<file path="src/logic/iaf_pkg.sv">
// Package for the interrogation acceptance filter
package iaf_pkg;
  localparam int CLK_MHZ = 100;
  // Pulse timing in nanoseconds
  localparam int MODE_A_NS = 8000;
  localparam int MODE_C_NS = 21000;
  localparam int P4_LONG_NS = 1600;
  localparam int TOL_NS = 200;
  localparam int RECOVER_NS = 15000;
  localparam int NS_PER_S = 1000000000;
  // Derived cycle counts
  localparam int MODE_A_CYC = MODE_A_NS * CLK_MHZ / 1000;
  localparam int MODE_C_CYC = MODE_C_NS * CLK_MHZ / 1000;
  localparam int P4_LONG_CYC = P4_LONG_NS * CLK_MHZ / 1000;
  localparam int TOL_CYC = TOL_NS * CLK_MHZ / 1000;
  localparam int RECOVER_CYC = (RECOVER_NS * CLK_MHZ + 999) / 1000;
  localparam int SEC_CYC = CLK_MHZ * 1000000;
  localparam int RATE_MIN = 100;
  localparam int RATE_MAX = 200;
  localparam logic [4:0] UF_ALLCALL = 5'h0B;
  localparam logic [23:0] ADDR_ALL_ONES = 24'hFFFFFF;
  localparam int IDENT_W = 48;

  typedef enum logic [2:0] {
    IAF_NONE = 3'h0,
    IAF_MODE_C = 3'h1,
    IAF_MODE_A = 3'h2,
    IAF_AC_ALLCALL = 3'h3,
    IAF_S_ALLCALL = 3'h4,
    IAF_OTHER = 3'h5
  } iaf_class_t;

  // Decoded ATCRBS pulse group from the demodulator
  typedef struct packed {
    logic valid;
    logic [15:0] p1p3_cyc;
    logic p4_seen;
    logic [15:0] p4_width_cyc;
  } iaf_atcrbs_t;

  // Decoded Mode S uplink header
  typedef struct packed {
    logic valid;
    logic [4:0] uf;
    logic [23:0] addr;
  } iaf_modes_t;
endpackage

</file>
<file path="src/logic/iaf_window.sv">
// Tolerance window compare on a measured cycle count
`timescale 1ns/1ps
module iaf_window #(
  parameter int CENTER = 0,
  parameter int TOL = 0
) (
  // Measurement
  input wire logic [15:0] value,
  // Result
  output logic hit
);
  localparam logic [16:0] LO = 17'(CENTER - TOL);
  localparam logic [16:0] HI = 17'(CENTER + TOL);
  always_comb begin
    hit = ({1'b0, value} >= LO) && ({1'b0, value} <= HI);
  end
endmodule // iaf_window

</file>
<file path="src/logic/iaf_filter.sv">
// Interrogation acceptance filter top
// Functional notes
// - Accept only Mode C among modes, all-calls
// - All-ones address with any UF rejected
// - Long P4 all-call rejected, no reply
// - Reject every UF 11, no lockout timers
// - No stochastic all-call acceptance at all
// - P1-P3 eight microsecond Mode A rejected
// - Mode A rejection triggers desensitize recovery
// - Ground load path for aircraft identification
// - Optional in-flight identification update
// - Mode C reply unless on ground
// - ATCRBS reply rate limit 100 to 200
`timescale 1ns/1ps
module iaf_filter
  import iaf_pkg::*;
(
  // Clock and reset
  input wire logic sys_clk,
  input wire logic rst,
  // Decoded interrogations
  input wire iaf_pkg::iaf_atcrbs_t atcrbs_in,
  input wire iaf_pkg::iaf_modes_t modes_in,
  // Aircraft state (pins)
  input wire logic on_ground_pin,
  input wire logic airborne_update_en_pin,
  // Crew identification entry (pin strobe)
  input wire logic ident_load_pin,
  input wire logic [iaf_pkg::IDENT_W-1:0] ident_data,
  // Rate limit setting, replies per second
  input wire logic [7:0] rate_limit,
  // Outputs
  output logic mode_c_reply,
  output logic reject_pulse,
  output iaf_pkg::iaf_class_t last_class,
  output logic rx_blank,
  output logic [iaf_pkg::IDENT_W-1:0] ident_value
);
  import iaf_pkg::*;

  logic gnd_s1, gnd;
  logic upd_s1, upd;
  logic ld_s1, ld_s2, ld_prev;
  logic hit_a, hit_c, hit_p4;
  logic [15:0] recover_cnt;
  logic [26:0] sec_cnt;
  logic [7:0] reply_cnt;
  logic [7:0] limit_eff;
  iaf_class_t next_class;
  logic [iaf_pkg::IDENT_W-1:0] id_s1, id_s2;
  logic accept_c;

  // Pin synchronisers
  always_ff @(posedge sys_clk or posedge rst) begin
    if (rst) begin
      gnd_s1 <= 1'b1;
      gnd <= 1'b1;
      upd_s1 <= 1'b0;
      upd <= 1'b0;
      ld_s1 <= 1'b0;
      ld_s2 <= 1'b0;
      ld_prev <= 1'b0;
    end else begin
      gnd_s1 <= on_ground_pin;
      gnd <= gnd_s1;
      upd_s1 <= airborne_update_en_pin;
      upd <= upd_s1;
      ld_s1 <= ident_load_pin;
      ld_s2 <= ld_s1;
      ld_prev <= ld_s2;
    end
  end

  // Identification word through two stages, like its strobe
  // The word is held stable around the strobe, so no skew
  always_ff @(posedge sys_clk or posedge rst) begin
    if (rst) begin
      id_s1 <= '0;
      id_s2 <= '0;
    end else begin
      id_s1 <= ident_data;
      id_s2 <= id_s1;
    end
  end

  iaf_window #(.CENTER(MODE_A_CYC), .TOL(TOL_CYC)) u_win_a (
    .value(atcrbs_in.p1p3_cyc),
    .hit(hit_a)
  );
  iaf_window #(.CENTER(MODE_C_CYC), .TOL(TOL_CYC)) u_win_c (
    .value(atcrbs_in.p1p3_cyc),
    .hit(hit_c)
  );
  iaf_window #(.CENTER(P4_LONG_CYC), .TOL(TOL_CYC)) u_win_p4 (
    .value(atcrbs_in.p4_width_cyc),
    .hit(hit_p4)
  );

  // Classification; Mode S wins if both arrive together
  always_comb begin
    next_class = IAF_NONE;
    if (modes_in.valid) begin
      // any UF 11 is an all-call, no lockout check
      if (modes_in.uf == UF_ALLCALL)
        next_class = IAF_S_ALLCALL;
      else if (modes_in.addr == ADDR_ALL_ONES)
        next_class = IAF_S_ALLCALL;
      else
        next_class = IAF_OTHER;
    end else if (atcrbs_in.valid) begin
      // long P4 marks the combined all-call
      if (atcrbs_in.p4_seen && hit_p4)
        next_class = IAF_AC_ALLCALL;
      else if (hit_a)
        next_class = IAF_MODE_A;
      else if (hit_c)
        next_class = IAF_MODE_C;
      else
        next_class = IAF_OTHER;
    end
  end

  always_comb begin
    if (rate_limit < 8'(RATE_MIN))
      limit_eff = 8'(RATE_MIN);
    else if (rate_limit > 8'(RATE_MAX))
      limit_eff = 8'(RATE_MAX);
    else
      limit_eff = rate_limit;
  end

  always_ff @(posedge sys_clk or posedge rst) begin
    if (rst) begin
      sec_cnt <= 27'h0000000;
    end else if (sec_cnt == 27'(SEC_CYC - 1)) begin
      sec_cnt <= 27'h0000000;
    end else begin
      sec_cnt <= sec_cnt + 27'h0000001;
    end
  end

  // Mode C acceptance this cycle
  always_comb begin
    accept_c = (next_class == IAF_MODE_C) && !gnd &&
      (recover_cnt == 16'h0000) && (reply_cnt < limit_eff);
  end

  // replies counted per window
  // A reply in the wrap cycle is not counted
  always_ff @(posedge sys_clk or posedge rst) begin
    if (rst) begin
      reply_cnt <= 8'h00;
    end else if (sec_cnt == 27'(SEC_CYC - 1)) begin
      reply_cnt <= 8'h00;
    end else if (accept_c) begin
      reply_cnt <= reply_cnt + 8'h01;
    end
  end

  // Reply decision
  always_ff @(posedge sys_clk or posedge rst) begin
    if (rst) begin
      mode_c_reply <= 1'b0;
      reject_pulse <= 1'b0;
    end else begin
      // only Mode C may reach the reply generator
      mode_c_reply <= accept_c;
      // every all-call and Mode A rejected
      // Refused Mode C stays silent, no reject pulse
      reject_pulse <= (next_class == IAF_MODE_A) ||
        (next_class == IAF_AC_ALLCALL) || (next_class == IAF_S_ALLCALL);
    end
  end

  // Class of the last interrogation seen
  always_ff @(posedge sys_clk or posedge rst) begin
    if (rst)
      last_class <= IAF_NONE;
    else if (next_class != IAF_NONE)
      last_class <= next_class;
  end

  always_ff @(posedge sys_clk or posedge rst) begin
    if (rst) begin
      recover_cnt <= 16'h0000;
      rx_blank <= 1'b0;
    end else begin
      if (next_class == IAF_MODE_A) begin
        recover_cnt <= 16'(RECOVER_CYC);
        rx_blank <= 1'b1;
      end else if (recover_cnt != 16'h0000) begin
        recover_cnt <= recover_cnt - 16'h0001;
        rx_blank <= (recover_cnt != 16'h0001);
      end else begin
        rx_blank <= 1'b0;
      end
    end
  end

  // Identification entry on rising edge of load strobe
  always_ff @(posedge sys_clk or posedge rst) begin
    if (rst) begin
      ident_value <= '0;
    end else if (ld_s2 && !ld_prev) begin
      if (gnd || upd)
        ident_value <= id_s2;
    end
  end
endmodule // iaf_filter

</file>
<file path="config.mk">
export PLATFORM = sky130hd
export DESIGN_NAME = iaf_filter
export DESIGN_NICKNAME = d
export VERILOG_FILES = /design/src/logic/iaf_pkg.sv /design/src/logic/iaf_window.sv /design/src/logic/iaf_filter.sv
export SDC_FILE = /design/constraint.sdc
export NUM_CORES = 1
export LEC_CHECK = 0
export ABC_CLOCK_PERIOD_IN_PS = 5700
export BUFFER_PORTS_ARGS = -buffer_cell sky130_fd_sc_hd__clkbuf_2
export CORE_MARGIN = 4
export CORE_UTILIZATION = 40
export DETAILED_ROUTE_END_ITERATION = 6
export PLACE_DENSITY = 0.67
export SLEW_MARGIN = 10
export SYNTH_ARGS = -nofsm -noshare
export SYNTH_HDL_FRONTEND = slang
export SYNTH_SLANG_ARGS = --single-unit
</file>
<file path="constraint.sdc">
create_clock -name sys_clk -period 5.7 [get_ports sys_clk]
set_clock_uncertainty 0.1 [all_clocks]
set_input_delay 0 -clock sys_clk [delete_from_list [all_inputs] [get_ports sys_clk]]
set_output_delay 0 -clock sys_clk [all_outputs]
set_load 0.005 [all_outputs]
</file>
==> load_flow_metrics.sql <==
INSERT INTO impl_metrics (metric_group, metric, value, unit) VALUES
('cts', 'post-cts-setup-buffers', '0', ''),
('cts', 'clock_tree.buffer_depth', '3', ''),
('routing', 'met2WireLength', '7.80', 'mm'),
('floorplan', 'design.portCount', '179', ''),
('critical_path', 'r2r_slack', '2910', 'ps'),
('global_route', 'grt_max_degree', '124', ''),
('floorplan', 'number_of_core_rows', '50', ''),
('routing', 'route.detailed.vias_per_inst', '4.79', ''),
('critical_path', 'sort_of_element_at_the_start_of_the_critical_path', 'input pin', ''),
('logic_synthesis', 'synth_mux_area_share', '7.35', '%'),
('logic_synthesis', 'postSynthAreaPerCell', '13.7', 'sq um'),
('sta', 'rsz0062_at_grt', 'false', ''),
('logic_synthesis', 'synthCells', '559', ''),
('critical_path', 'startpoint', 'atcrbs_in[10]', ''),
('power', 'total_leakage_power', '4.69', 'nW'),
('routing', 'wire_per_inst', '14.5', 'microns'),
('layout', 'layout.cells.most_common_list', 'sky130_fd_sc_hd__dfrtp_1, sky130_fd_sc_hd__clkbuf_2, sky130_fd_sc_hd__dlygate4sd3_1', ''),
('sta', 'tightest_slew', '966', 'ps'),
('power', 'areal_power_density_over_the_cells', '331', 'nW/um^2'),
('layout', 'finish.net_count', '953', ''),
('logic_synthesis', 'ys_ff_latch', '208', ''),
('run_status', 'outcome', 'finished clean', ''),
('routing', 'met3RoutedLength', '633', 'microns'),
('routing', 'num_vias', '5095', ''),
('place', 'io_buffer_count', '178', ''),
('power', 'vdd.ir_drop.worst', '0.330', 'mV'),
('global_route', 'grt_pass1_wl', '26.0', 'mm'),
('logic_synthesis', 'yosys_warnings', '0', ''),
('logic_synthesis', 'synth-async-reset-ratio', '100', '%'),
('logic_synthesis', 'syn_nets', '695', ''),
('logic_synthesis', 'synthXorXnorAreaFrac', '3.90', '%'),
('min_path', 'hp-class', 'input pin to register', ''),
('cts', 'cts_buffers', '22', ''),
('power', 'power_frac_seq', '49.9', '%'),
('global_route', 'groute.usage.overall', '14.3', '%'),
('floorplan', 'die-width', '146', 'microns'),
('logic_synthesis', 'synth_enable_flop_cells', '0', ''),
('routing', 'wirelength_met1', '6.70', 'mm'),
('routing', 'drc_errors', '0', ''),
('floorplan', 'die-height', '146', 'microns'),
('power', 'combinational_power_share', '9.9', '%'),
('cts', 'clk_latency', '480', 'ps'),
('sta', 'fmax', '327', 'MHz'),
('logic_synthesis', 'synth_sequential_area_ratio', '68.2', '%'),
('critical_path', 'timing.critical_path.fanout_max', '5', ''),
('logic_synthesis', 'netlist_area', '7630', 'sq um'),
('critical_path', 'critPathArrivalTime', '3320', 'ps'),
('sta', 'report.final.setup_viol', '0', ''),
('sta', 'report.final.hold_viol_count', '0', ''),
('critical_path', 'crit_path_end', 'last_class[1]', ''),
('cts', 'cts-htree-levels', '1', ''),
('logic_synthesis', 'synthFlopType', 'sky130_fd_sc_hd__dfrtp_1', ''),
('critical_path', 'rr_endpoint', 'reply_cnt[7]', ''),
('routing', 'drt_first_iter_violations', '203', ''),
('place', 'place_congestion', '0.801', ''),
('routing', 'ant_nets', '0', ''),
('routing', 'dr.max_layer_used', 'met4', ''),
('sta', 'total_count_of_max_transition_violations_in_the_final_report', '0', ''),
('layout', 'num-fill-cells', '1541', ''),
('cts', 'numClockSinks', '208', ''),
('logic_synthesis', 'synth_compound_gate_area_share', '5.08', '%'),
('global_route', 'overflow', '0', ''),
('cts', 'cts.reportedPaths.clkPinSlew', '60', 'ps'),
('sta', 'setup_tns', '0', 'ps'),
('layout', 'postLayoutCellArea', '10100', 'sq um'),
('power', 'p_int', '2.61', 'mW'),
('sta', 'final.min_clock_period', '3060', 'ps'),
('logic_synthesis', 'synth_top_family_by_area', 'simple AND/OR/NAND/NOR gates', ''),
('global_route', 'initial_antenna_violation_count', '0', ''),
('floorplan', 'starting_density_of_the_core', '40.8', '%'),
('layout', 'diodes', '0', '');
[final cells by class]
type	count	area, sq um	area share (%)
Timing Repair Buffer	247	1580	15.6
Tap cell	234	293	2.89
Sequential cell	208	5210	51.4
Clock inverter	5	55.1	0.543
Clock buffer	32	639	6.30
Inverter	19	75.1	0.740
Multi-Input combinational cell	319	2290	22.6
[registers in the layout, summed over array words and instances (netlist names)]
register,count
ld_s2,1
gnd_s1,1
ld_s1,1
upd_s1,1
gnd,1
ld_prev,1
recover_cnt,16
reject_pulse,1
rx_blank,1
upd,1
sec_cnt,27
id_s2,48
reply_cnt,8
mode_c_reply,1
last_class,3
ident_value,48
id_s1,48
[layer usage]
metal / up-vias / global-route usage (%)
li1: 2491 / -
met4: 0 / 3.29
met2: 96 / 24.3
met1: 2480 / 19.0
met5: - / 0
met3: 28 / 3.07
[worst min-delay path by stage]
stage / slack (ps) / endpoint / startpoint
finish: 50 / last_class[0] / atcrbs_in[26]
global route: 50 / id_s1[10] / ident_data[10]
CTS: 20 / last_class[0] / atcrbs_in[26]
detailed placement: -180 / reject_pulse / rst
global placement: -180 / recover_cnt[8] / rst
floorplan: -100 / gnd_s1 / on_ground_pin
[synthesized netlist by cell type, drive strengths merged (2+ instances only)]
library cell / instances / area [sq um]
nor4b: 2 / 17.5
or4b: 2 / 20.0
buf: 3 / 27.5
nand3: 20 / 100
inv: 19 / 71.3
o31ai: 3 / 22.5
nand2: 20 / 77.6
xnor2: 20 / 175
xor2: 14 / 123
and3: 3 / 18.8
dfrtp: 206 / 5150
nor4: 10 / 77.6
a21o: 2 / 15.0
and2: 3 / 18.8
o211ai: 2 / 15.0
dfstp: 2 / 52.6
o311ai: 2 / 17.5
and4: 2 / 17.5
nor3: 19 / 95.1
mux2: 48 / 541
a21boi: 2 / 15.0
a211oi: 2 / 15.0
ha: 11 / 138
nand3b: 2 / 15.0
mux2i: 2 / 20.0
nor2: 44 / 181
a21oi: 13 / 65.1
o21ai: 21 / 105
clkbuf: 10 / 37.5
nand4: 12 / 75.1
or4: 8 / 67.6
or3: 11 / 68.8
a211o: 3 / 26.3
[cell families after synthesis]
logic type,after synthesis
xor gates and xnor gates,34
adders and majority gates,11
DFF,208
muxes,50
AOI/OAI and AO/OA,60
buffers and inverters,32
and+or+nand+nor,164
[power by group through the flow]
stage	Clock, mW	Sequential (mW)	Combinational (mW)
after floorplan	0	1.69	0.154
after global placement	0	1.69	0.299
after detailed placement	0	1.70	0.305
after CTS	1.40	1.67	0.340
after global routing	1.46	1.69	0.371
final	1.35	1.67	0.333
[worst max-delay path, stage by stage]
cell                            delay [ps]
sky130_fd_sc_hd__dlygate4sd3_1         540
sky130_fd_sc_hd__clkbuf_2              120
sky130_fd_sc_hd__nor4b_1               230
sky130_fd_sc_hd__dlygate4sd3_1         590
sky130_fd_sc_hd__nand4_1                90
sky130_fd_sc_hd__dlygate4sd3_1         580
sky130_fd_sc_hd__o21ai_1               320
sky130_fd_sc_hd__a22o_1                230
sky130_fd_sc_hd__o31ai_1                70
sky130_fd_sc_hd__dlygate4sd3_1         560
[what timing repair did]
item,CTS,global route
hold buffers,65,0
endpoints found under the hold margin,264,0
endpoints found under the setup margin,0,0
[through the flow]
stage               util (%)  worst slack (ps)  hold WS (ps)  total power [mW]  std cells
floorplan                  -              2900         -95.5              1.84        559
global placement        47.0              2840          -183              1.99        962
detailed placement      47.0              2730          -182              2.00        962
CTS                     54.2              2720          21.0              3.41       1064
global route            54.2              2510          46.5              3.52       1064
finish                  54.2              2640          49.8              3.35       1064
(Power assumes the default switching activity.)
